<file path="config.mk">
export PLATFORM = sky130hd
export DESIGN_NAME = lpoc_top
export DESIGN_NICKNAME = d
export VERILOG_FILES = /design/src/common/lpoc_pkg.sv /design/src/logic/lpoc_top.sv
export SDC_FILE = /design/constraint.sdc
export NUM_CORES = 2
export LEC_CHECK = 0
export BUFFER_PORTS_ARGS = -buffer_cell sky130_fd_sc_hd__buf_4
export CORE_MARGIN = 10
export CORE_UTILIZATION = 30
export DETAILED_ROUTE_END_ITERATION = 10
export GPL_TIMING_DRIVEN = 1
export PLACE_DENSITY = 0.52
export SKIP_CTS_REPAIR_TIMING = 1
export SLEW_MARGIN = 20
export SYNTH_ARGS = -nofsm -noshare
export SYNTH_HDL_FRONTEND = slang
export SYNTH_SLANG_ARGS = --single-unit
</file>
<file path="constraint.sdc">
create_clock -name mclk_in -period 33.9 [get_ports mclk_in]
set_clock_uncertainty 0.1 [all_clocks]
set_input_delay 1.695 -clock mclk_in [delete_from_list [all_inputs] [get_ports mclk_in]]
set_output_delay 1.695 -clock mclk_in [all_outputs]
set_load 0.05 [all_outputs]
</file>
<file path="src/common/lpoc_pkg.sv">
package lpoc_pkg;

  // ==========================================================================
  // Value types. Percent values are signed hundredths of a percent.
  typedef logic signed [15:0] lpoc_pct_t;
  typedef logic [15:0] lpoc_rate_t;

  typedef struct packed {
    lpoc_pct_t hi;
    lpoc_pct_t lo;
  } lpoc_lim_s;

  typedef enum {
    LPOC_MODE_AUTO,
    LPOC_MODE_MANUAL,
    LPOC_MODE_TRACK,
    LPOC_MODE_SBRK
  } lpoc_mode_e;

  // ==========================================================================
  // Scale and timing.
  localparam lpoc_pct_t FULL_SCALE = 16'sh2710;
  localparam int CLK_MHZ = 200;
  localparam int TICK_MS = 110;
  localparam int TICK_CYCLES = TICK_MS * CLK_MHZ * 1000;
  localparam int HOLD_MS = 2000;
  localparam int HOLD_TICKS = HOLD_MS / TICK_MS;
  localparam int MS_PER_S = 1000;

  // ==========================================================================
  // Register byte offsets.
  localparam logic [7:0] OFS_CTRL = 8'h00;
  localparam logic [7:0] OFS_TRACK = 8'h04;
  localparam logic [7:0] OFS_OUT_HI = 8'h08;
  localparam logic [7:0] OFS_OUT_LO = 8'h0C;
  localparam logic [7:0] OFS_SCHED_HI = 8'h10;
  localparam logic [7:0] OFS_SCHED_LO = 8'h14;
  localparam logic [7:0] OFS_RATE = 8'h18;
  localparam logic [7:0] OFS_SBRK_OP = 8'h1C;
  localparam logic [7:0] OFS_FORCED = 8'h20;
  localparam logic [7:0] OFS_TRIM = 8'h24;
  localparam logic [7:0] OFS_TUNE_HI = 8'h28;
  localparam logic [7:0] OFS_TUNE_LO = 8'h2C;
  localparam logic [7:0] OFS_MANUAL = 8'h30;
  localparam logic [7:0] OFS_WORK_HI = 8'h34;
  localparam logic [7:0] OFS_WORK_LO = 8'h38;
  localparam logic [7:0] OFS_WORKING_OUTPUT = 8'h3C;
  localparam logic [7:0] OFS_TARGET = 8'h40;
  localparam logic [7:0] OFS_FEEDFORWARD_VALUE = 8'h44;
  localparam logic [7:0] OFS_STATUS = 8'h48;

  // ==========================================================================
  // Control bit positions.
  localparam int CTRL_TRACK = 0;
  localparam int CTRL_SBRK_HOLD = 1;
  localparam int CTRL_FORCED = 2;
  localparam int CTRL_SCHED_OVR = 3;
  localparam int CTRL_MANUAL = 4;
  localparam int CTRL_FORCED_TRK = 5;
  localparam int CTRL_BITS = 6;

  // ==========================================================================
  // Reset values.
  localparam logic [CTRL_BITS-1:0] RST_CTRL = 6'h00;
  localparam lpoc_pct_t RST_ZERO = 16'sh0000;
  localparam lpoc_rate_t RST_RATE = 16'h0000;

endpackage : lpoc_pkg

</file>
<file path="src/logic/lpoc_top.sv">
`timescale 1ns/10ps
// Contract
// - Track enabled drives output to the track value, range -100 to 100%.
// - While tracking the PID stays automatic and follows the output.
// - Leaving tracking resumes control bumplessly from the tracked value.
// - Unconnected remote limits start at plus and minus full scale.
// - Schedule override limits replace the active gain-set limits.
// - Tighter of remote and scheduled limits, then clamp by overall.
// - Working high and low limits are readable, not writable.
// - Tuning adds tune limits; overall limits still take precedence.
// - Rate limit steps working output toward target until equal.
// - Step comes from rate and 110 ms; small remainder applies at once.
// - Direction and size are recomputed on every execution.
// - Steps below output resolution accumulate until they take effect.
// - Rate limiting stays active in manual mode.
// - Sensor break selects preset or hold by configured mode.
// - Preset mode steps without rate limit, else ramps at the rate.
// - Hold keeps last good output; with rate, the 2 s old value.
// - Leaving sensor break ramps from preset to control bumplessly.
// - Default auto to manual transfer keeps present output power.
// - Forced step mode loads the forced value on transfer to manual.
// - With forced tracking, manual edits copy back to the forced value.
// - PID contribution clamped to plus and minus feedforward trim limit.
// - Feedforward plus trimmed PID becomes the PID output.
module lpoc_top
  import lpoc_pkg::*;
#(
  parameter int TICK_LEN = TICK_CYCLES
) (
  // Clock and reset
  input wire logic mclk_in,
  input wire logic reset_in,
  // Register port
  input wire logic [7:0] addr_in,
  input wire logic [31:0] wr_data_in,
  input wire logic wr_in,
  input wire logic rd_in,
  output logic [31:0] rd_data_out,
  // PID algorithm and measurement side
  input wire lpoc_pct_t pid_demand_in,
  input wire lpoc_pct_t feedforward_value_in,
  input wire lpoc_lim_s pid_set_limits_in,
  input wire logic tuning_in,
  input wire logic sensor_break_in,
  input wire lpoc_lim_s remote_limits_in,
  input wire logic remote_connected_in,
  // Output driver and PID feedback
  output lpoc_pct_t working_output_out,
  output lpoc_lim_s working_limits_out,
  output lpoc_pct_t pid_feedback_out,
  output logic pid_auto_out,
  output logic pid_track_out,
  output logic tick_out
);

  // ==========================================================================
  // Helpers.
  function automatic lpoc_pct_t clamp(input logic signed [17:0] v,
                                      input lpoc_pct_t lo,
                                      input lpoc_pct_t hi);
    if (v > 18'(hi)) begin
      return hi;
    end else if (v < 18'(lo)) begin
      return lo;
    end
    return lpoc_pct_t'(v);
  endfunction : clamp

  function automatic lpoc_pct_t min_pct(input lpoc_pct_t a,
                                        input lpoc_pct_t b);
    return (a < b) ? a : b;
  endfunction : min_pct

  function automatic lpoc_pct_t max_pct(input lpoc_pct_t a,
                                        input lpoc_pct_t b);
    return (a > b) ? a : b;
  endfunction : max_pct

  // ==========================================================================
  // Storage.
  logic [CTRL_BITS-1:0] ctrl;
  lpoc_pct_t track_value;
  lpoc_pct_t overall_high_limit;
  lpoc_pct_t overall_low_limit;
  lpoc_pct_t schedule_override_high;
  lpoc_pct_t schedule_override_low;
  lpoc_rate_t rate_limit;
  lpoc_pct_t sensor_break_preset;
  lpoc_pct_t forced_manual_value;
  lpoc_pct_t feedforward_trim_limit;
  lpoc_pct_t tune_high_limit;
  lpoc_pct_t tune_low_limit;
  lpoc_pct_t manual_value;
  lpoc_pct_t remote_high_limit;
  lpoc_pct_t remote_low_limit;
  lpoc_pct_t target_output;
  lpoc_pct_t feedforward_out;
  lpoc_pct_t hold_value;
  lpoc_mode_e mode;
  logic [31:0] step_acc;
  logic sbrk_seen;
  logic manual_prev;
  logic [24:0] tick_cnt;
  logic tick;
  lpoc_pct_t hist [HOLD_TICKS];

  lpoc_pct_t next_trim;
  lpoc_pct_t next_ff;
  lpoc_pct_t next_hold_src;
  lpoc_pct_t next_demand;
  lpoc_pct_t next_target;
  lpoc_pct_t next_work;
  lpoc_lim_s next_sched;
  lpoc_lim_s next_tight;
  lpoc_lim_s next_lim;
  lpoc_mode_e next_mode;
  logic [31:0] next_acc;
  logic [31:0] next_step;
  logic signed [17:0] next_diff;
  logic [31:0] next_mag;

  // ==========================================================================
  // Algorithm tick divider.
  always_ff @(posedge mclk_in or posedge reset_in) begin
    if (reset_in) begin
      tick_cnt <= '0;
      tick <= 1'b0;
    end else if (tick_cnt == 25'(TICK_LEN - 1)) begin
      tick_cnt <= '0;
      tick <= 1'b1;
    end else begin
      tick_cnt <= tick_cnt + 25'd1;
      tick <= 1'b0;
    end
  end

  // ==========================================================================
  // Configuration writes.
  always_ff @(posedge mclk_in or posedge reset_in) begin
    if (reset_in) begin
      ctrl <= RST_CTRL;
      track_value <= RST_ZERO;
      overall_high_limit <= FULL_SCALE;
      overall_low_limit <= -FULL_SCALE;
      schedule_override_high <= FULL_SCALE;
      schedule_override_low <= -FULL_SCALE;
      rate_limit <= RST_RATE;
      sensor_break_preset <= RST_ZERO;
      feedforward_trim_limit <= FULL_SCALE;
      tune_high_limit <= FULL_SCALE;
      tune_low_limit <= -FULL_SCALE;
    end else if (wr_in) begin
      case (addr_in)
        OFS_CTRL: ctrl <= wr_data_in[CTRL_BITS-1:0];
        OFS_TRACK: track_value <= wr_data_in[15:0];
        OFS_OUT_HI: overall_high_limit <= wr_data_in[15:0];
        OFS_OUT_LO: overall_low_limit <= wr_data_in[15:0];
        OFS_SCHED_HI: schedule_override_high <= wr_data_in[15:0];
        OFS_SCHED_LO: schedule_override_low <= wr_data_in[15:0];
        OFS_RATE: rate_limit <= wr_data_in[15:0];
        OFS_SBRK_OP: sensor_break_preset <= wr_data_in[15:0];
        OFS_TRIM: feedforward_trim_limit <= wr_data_in[15:0];
        OFS_TUNE_HI: tune_high_limit <= wr_data_in[15:0];
        OFS_TUNE_LO: tune_low_limit <= wr_data_in[15:0];
        default: ;
      endcase
    end
  end

  // ==========================================================================
  // Manual value and forced value. The transfer load beats a software
  // write in the same cycle so the operator never loses the bumpless start.
  always_ff @(posedge mclk_in or posedge reset_in) begin
    if (reset_in) begin
      manual_prev <= 1'b0;
      manual_value <= RST_ZERO;
      forced_manual_value <= RST_ZERO;
    end else begin
      manual_prev <= ctrl[CTRL_MANUAL];
      if (ctrl[CTRL_MANUAL] && !manual_prev) begin
        if (ctrl[CTRL_FORCED]) begin
          manual_value <= forced_manual_value;
        end else begin
          manual_value <= working_output_out;
        end
      end else if (wr_in && addr_in == OFS_MANUAL) begin
        manual_value <= wr_data_in[15:0];
        if (ctrl[CTRL_FORCED] && ctrl[CTRL_FORCED_TRK]) begin
          forced_manual_value <= wr_data_in[15:0];
        end
      end else if (wr_in && addr_in == OFS_FORCED) begin
        forced_manual_value <= wr_data_in[15:0];
      end
    end
  end

  // ==========================================================================
  // Per-tick computation: limits, demand, then rate limit.
  always_comb begin
    next_trim = clamp(18'(pid_demand_in), -feedforward_trim_limit,
                      feedforward_trim_limit);
    next_ff = clamp(18'(feedforward_value_in) + 18'(next_trim),
                    -FULL_SCALE, FULL_SCALE);

    if (ctrl[CTRL_SCHED_OVR]) begin
      next_sched.hi = schedule_override_high;
      next_sched.lo = schedule_override_low;
    end else begin
      next_sched = pid_set_limits_in;
    end
    next_tight.hi = min_pct(remote_high_limit, next_sched.hi);
    next_tight.lo = max_pct(remote_low_limit, next_sched.lo);
    if (tuning_in) begin
      next_tight.hi = min_pct(next_tight.hi, tune_high_limit);
      next_tight.lo = max_pct(next_tight.lo, tune_low_limit);
    end
    // Overall limits are applied last so they always win.
    next_lim.hi = min_pct(next_tight.hi, overall_high_limit);
    next_lim.lo = max_pct(next_tight.lo, overall_low_limit);

    if (ctrl[CTRL_TRACK]) begin
      next_mode = LPOC_MODE_TRACK;
    end else if (sensor_break_in) begin
      next_mode = LPOC_MODE_SBRK;
    end else if (ctrl[CTRL_MANUAL]) begin
      next_mode = LPOC_MODE_MANUAL;
    end else begin
      next_mode = LPOC_MODE_AUTO;
    end

    if (sbrk_seen) begin
      next_hold_src = hold_value;
    end else if (rate_limit != RST_RATE) begin
      next_hold_src = hist[HOLD_TICKS-1];
    end else begin
      next_hold_src = working_output_out;
    end

    case (next_mode)
      LPOC_MODE_TRACK: next_demand = track_value;
      LPOC_MODE_SBRK: begin
        if (ctrl[CTRL_SBRK_HOLD]) begin
          next_demand = next_hold_src;
        end else begin
          next_demand = sensor_break_preset;
        end
      end
      LPOC_MODE_MANUAL: next_demand = manual_value;
      default: next_demand = next_ff;
    endcase
    next_target = clamp(18'(next_demand), next_lim.lo, next_lim.hi);

    // Direction and size are rebuilt from scratch every tick, so a new rate
    // or target acts at once. Sub-resolution steps carry in the accumulator.
    next_diff = 18'(next_target) - 18'(working_output_out);
    next_mag = (next_diff < 0) ? 32'(-next_diff) : 32'(next_diff);
    next_acc = step_acc + 32'(rate_limit) * 32'(TICK_MS);
    next_step = next_acc / 32'(MS_PER_S);
    if (next_mode == LPOC_MODE_TRACK || rate_limit == RST_RATE) begin
      next_work = next_target;
      next_acc = '0;
    end else if (next_mag <= next_step) begin
      next_work = next_target;
      next_acc = '0;
    end else if (next_diff > 0) begin
      next_work = lpoc_pct_t'(18'(working_output_out) + 18'(next_step));
      next_acc = next_acc - next_step * 32'(MS_PER_S);
    end else begin
      next_work = lpoc_pct_t'(18'(working_output_out) - 18'(next_step));
      next_acc = next_acc - next_step * 32'(MS_PER_S);
    end
  end

  // ==========================================================================
  // Tick registers. Rate limiting runs in every mode but track, including
  // manual and the ramp out of sensor break back to control.
  always_ff @(posedge mclk_in or posedge reset_in) begin
    if (reset_in) begin
      remote_high_limit <= FULL_SCALE;
      remote_low_limit <= -FULL_SCALE;
      working_output_out <= RST_ZERO;
      working_limits_out.hi <= FULL_SCALE;
      working_limits_out.lo <= -FULL_SCALE;
      target_output <= RST_ZERO;
      feedforward_out <= RST_ZERO;
      step_acc <= '0;
      mode <= LPOC_MODE_AUTO;
    end else if (tick) begin
      if (remote_connected_in) begin
        remote_high_limit <= remote_limits_in.hi;
        remote_low_limit <= remote_limits_in.lo;
      end
      working_limits_out <= next_lim;
      target_output <= next_target;
      feedforward_out <= next_ff;
      working_output_out <= next_work;
      step_acc <= next_acc;
      mode <= next_mode;
    end
  end

  // ==========================================================================
  // Sensor-break hold capture and output history.
  always_ff @(posedge mclk_in or posedge reset_in) begin
    if (reset_in) begin
      sbrk_seen <= 1'b0;
      hold_value <= RST_ZERO;
    end else if (tick) begin
      sbrk_seen <= sensor_break_in;
      if (sensor_break_in && !sbrk_seen) begin
        hold_value <= next_hold_src;
      end
    end
  end

  generate
    for (genvar i = 0; i < HOLD_TICKS; i++) begin : g_hist
      always_ff @(posedge mclk_in or posedge reset_in) begin
        if (reset_in) begin
          hist[i] <= RST_ZERO;
        end else if (tick) begin
          if (i == 0) begin
            hist[i] <= working_output_out;
          end else begin
            hist[i] <= hist[(i == 0) ? 0 : i - 1];
          end
        end
      end
    end
  endgenerate

  // ==========================================================================
  // PID side. The PID stays automatic while tracking and is fed back the
  // output with the feedforward share removed.
  always_ff @(posedge mclk_in or posedge reset_in) begin
    if (reset_in) begin
      pid_auto_out <= 1'b1;
      pid_track_out <= 1'b0;
      pid_feedback_out <= RST_ZERO;
      tick_out <= 1'b0;
    end else begin
      tick_out <= tick;
      if (tick) begin
        pid_auto_out <= (next_mode != LPOC_MODE_MANUAL);
        pid_track_out <= (next_mode == LPOC_MODE_TRACK);
        pid_feedback_out <= clamp(18'(next_work) -
                                  18'(feedforward_value_in),
                                  -FULL_SCALE, FULL_SCALE);
      end
    end
  end

  // ==========================================================================
  // Register reads, answered in the following cycle.
  always_ff @(posedge mclk_in or posedge reset_in) begin
    if (reset_in) begin
      rd_data_out <= '0;
    end else if (rd_in) begin
      case (addr_in)
        OFS_CTRL: rd_data_out <= 32'(ctrl);
        OFS_TRACK: rd_data_out <= {16'h0000, track_value};
        OFS_OUT_HI: rd_data_out <= {16'h0000, overall_high_limit};
        OFS_OUT_LO: rd_data_out <= {16'h0000, overall_low_limit};
        OFS_SCHED_HI: rd_data_out <= {16'h0000, schedule_override_high};
        OFS_SCHED_LO: rd_data_out <= {16'h0000, schedule_override_low};
        OFS_RATE: rd_data_out <= {16'h0000, rate_limit};
        OFS_SBRK_OP: rd_data_out <= {16'h0000, sensor_break_preset};
        OFS_FORCED: rd_data_out <= {16'h0000, forced_manual_value};
        OFS_TRIM: rd_data_out <= {16'h0000, feedforward_trim_limit};
        OFS_TUNE_HI: rd_data_out <= {16'h0000, tune_high_limit};
        OFS_TUNE_LO: rd_data_out <= {16'h0000, tune_low_limit};
        OFS_MANUAL: rd_data_out <= {16'h0000, manual_value};
        OFS_WORK_HI: rd_data_out <= {16'h0000, working_limits_out.hi};
        OFS_WORK_LO: rd_data_out <= {16'h0000, working_limits_out.lo};
        OFS_WORKING_OUTPUT: rd_data_out <= {16'h0000, working_output_out};
        OFS_TARGET: rd_data_out <= {16'h0000, target_output};
        OFS_FEEDFORWARD_VALUE: rd_data_out <= {16'h0000, feedforward_out};
        OFS_STATUS: rd_data_out <= {28'h0000000, sbrk_seen,
                                    mode == LPOC_MODE_SBRK,
                                    mode == LPOC_MODE_MANUAL,
                                    mode == LPOC_MODE_TRACK};
        default: rd_data_out <= '0;
      endcase
    end
  end

endmodule : lpoc_top

</file>
==> impl_metrics.csv <==
group,metric,value,unit
outcome,outcome,"completed",
setup_path,r2r-start,"rate_limit[3]$_DFFE_PP0P_",
timing,hold_viol,0,
cells_and_area,syn2layout_area_growth,14.9,%
setup_path,crit_path_start,"rate_limit[3]$_DFFE_PP0P_",
yosys,synth_edf_count,0,
floorplanning,coreArea,179000,um2
detailed_routing,drt-initial-drc-count,3450,
detailed_routing,drc,0,
timing,min_period,31400,ps
setup_path,reg2reg_to,"step_acc[31]$_DFFE_PP0P_",
timing,final_max_slew_viol_count,0,
setup_path,endpoint,"step_acc[31]$_DFFE_PP0P_",
clock_tree,clk_pin_slew_worst_paths,60,ps
detailed_routing,drt-pass1-iter-count,7,
yosys,synth.avg_cell_area,9.79,um2
detailed_routing,drt_wl_total,186,mm
yosys,synth_cell_type_count,127,
setup_path,cpMostUsedCell,"a21oi_1",
clock_tree,clock-root-buffer,"clkbuf_16",
yosys,yosys_warnings,0,
setup_path,crit_arrival,31840,ps
setup_path,ff2ff_path_depth,123,
cells_and_area,fill_cells,18112,
timing,finalSetupTns,0,ps
detailed_routing,ant_nets,0,
grt,antenna_found_initial,8,
cells_and_area,multi_input_area,33500,um2
flow_run,max_cap_violations,0,
timing,max_freq,31.9,MHz
timing,final.setup.worst_slack,2500,ps
clock_tree,h-tree-depth,3,
grt,grt_pass1_vias,42334,
yosys,ys_seq_area_share,33.0,%
floorplanning,io_pins,242,
cells_and_area,fin_cells,8206,
place,dpl.cell_count,8052,
clock_tree,numCtsBuffers,78,
grt,grt-ovfl-total,0,
floorplanning,die_h,445,um
floorplanning,start_util,30.3,%
setup_path,cp-start-kind,"flop",
grt,grt_use_total,18.2,%
setup_path,path_class,"reg -> reg",
yosys,synth_seq_cells,710,
clock_tree,clock-sinks,710,
clock_tree,clkLatencyLatePin,710,ps
yosys,synthArstFlopShare,100,%
place,place.gp.congestion,0.953,
yosys,netlist_area,54200,um2
timing,slew_headroom,23.2,%
place,dpl.hpwl,145,mm
setup_path,reg2reg_slack,2500,ps
timing,fin_crit_sh,92.6,%
yosys,synthFlopType,"dfrtp_1",
cells_and_area,fin_nets,6479,
grt,grt_pass1_wl,277,mm
setup_path,crit_fanout,17,
floorplanning,rows,155,
grt,grt_max_degree,132,
timing,tightest_slew,1150,ps
setup_path,cp-end-kind,"flop",
cells_and_area,drive_gt1_share,23.1,%
worst_hold_path,hp-class,"reg -> reg",
place,port_buffers,209,
yosys,syn_inst,5535,
clock_tree,cts_tree,"built",
detailed_routing,routedWlPerCell,22.6,um
setup_path,slowest_delay,600,ps
detailed_routing,vias,43156,
setup_path,cp_slowest_cell,"mux2i_2",
place,dpl_worst_slack,1230,ps
setup_path,cp.required,34340,ps
cells_and_area,register_area,17900,um2
clock_tree,clockBufferDepth,3,
timing,rsz0062_at_grt,"false",
floorplanning,dieArea,198000,um2
timing,setup_violations,0,
floorplanning,die_w,445,um
detailed_routing,via_per_inst,5.26,
-- per-layer routing --
layer	up-vias	GRT usage, %	share of wire [%]
met5	-	0	0
met4	0	9.97	6.5
met3	319	2.44	4.6
met2	1130	29.5	46
met1	21339	23.4	43
li1	20368	-	-
-- critical path, delay by kind of cell, from the launching register on --
| kind | cells | cell delay [ps] |
|---|---|---|
| AND/OR/NAND/NOR | 22 | 4880 |
| adder cells (fa/ha/maj) | 13 | 5340 |
| buffers and inverters | 13 | 1830 |
| flip-flops | 1 | 520 |
| XOR/XNOR | 6 | 1350 |
| AO/OA/AOI/OAI | 64 | 15260 |
| multiplexers | 5 | 1900 |
-- cell usage in the layout (no fill, tap or decap), types with 22 or more instances in the layout --
cell,n
a211oi_1,51
a21o_1,124
a21oi_1,313
a221oi_1,28
a22o_1,24
a22oi_1,74
a31oi_1,34
and2_1,23
and3_1,22
buf_4,391
clkbuf_16,78
conb_1,22
dfrtp_1,637
dfstp_2,71
fa_1,127
ha_1,424
inv_1,510
mux2_2,605
mux2i_1,114
nand2_1,316
nand2b_1,63
nand3_1,98
nand4_1,66
nor2_1,247
nor2b_1,61
nor3_1,53
o211ai_1,47
o21a_1,35
o21ai_0,288
o21ai_1,24
o21bai_1,44
o22ai_1,63
or3_1,31
xnor2_1,171
xor2_1,86
-- worst min path at each step --
| stage | from | endpoint | slack (ps) | cells after the start |
|---|---|---|---|---|
| global placement | tick_cnt[0]$_DFF_PP0_ | tick_cnt[0]$_DFF_PP0_ | 350 | 1 |
| floorplan | tick$_DFF_PP0_ | tick_out$_DFF_PP0_ | 250 | 0 |
| finish | tick_cnt[0]$_DFF_PP0_ | tick_cnt[0]$_DFF_PP0_ | 360 | 1 |
| global route | hold_value[12]$_DFFE_PP0P_ | hold_value[12]$_DFFE_PP0P_ | 390 | 2 |
| CTS | tick_cnt[0]$_DFF_PP0_ | tick_cnt[0]$_DFF_PP0_ | 360 | 1 |
| detailed placement | tick_cnt[0]$_DFF_PP0_ | tick_cnt[0]$_DFF_PP0_ | 350 | 1 |
-- registers in the layout, indices dropped and copies added, names as in the netlist, 25 cells and up --
signal,count
hist,288
step_acc,31
tick_cnt,25
working_limits_out,32
-- synth_stat cells, types with 51 or more instances --
master	n	area (um2)
dfrtp_1	639	16000
mux2_2	605	6810
inv_1	511	1920
ha_1	424	5310
a21oi_1	316	1580
nand2_1	316	1190
o21ai_0	290	1450
nor2_1	256	961
clkbuf_1	196	736
xnor2_1	171	1500
fa_1	127	2540
a21o_1	124	931
mux2i_1	116	1160
nand3_1	99	495
xor2_1	86	753
a22oi_1	74	556
dfstp_2	71	1870
nand4_1	66	413
nand2b_1	63	394
o22ai_1	63	394
nor2b_1	62	388
nor3_1	56	280
a211oi_1	51	383
-- layout make-up --
cell class                      instances  area share, %
Multi-Input combinational cell       4068           53.9
Sequential cell                       710           28.7
Timing Repair Buffer                  393           4.77
Tap cell                             2355           4.73
Clock buffer                          110           3.65
Inverter                              534           3.24
Clock inverter                         34           1.01
Antenna cell                            2        0.00804
-- per-stage QoR --
| step | utilization, % | area, um2 | hold WS (ps) |
|---|---|---|---|
| floorplan | - | 54300 | 252 |
| global placement | 33.1 | 59200 | 348 |
| detailed placement | 33.1 | 59200 | 350 |
| CTS | 34.7 | 62100 | 358 |
| global route | 34.8 | 62200 | 395 |
| finish | 34.8 | 62200 | 357 |
-- cells by family (layout without fill, tap and decap cells) --
logic type	count (synthesis)	after routing	synth area share (%)
compound gates	1395	1395	17.6
xor+xnor	260	260	4.24
fa+ha+maj	558	558	14.6
buf+inv	778	1071	5.57
flops	710	710	33.0
mux	725	725	14.8
other cells	1	24	0.00692
simple gates	1108	1108	10.1
Power is left out: the tool's default activity adds up to more than one toggle a clock period on the data nets, which glitch-free logic cannot reach.
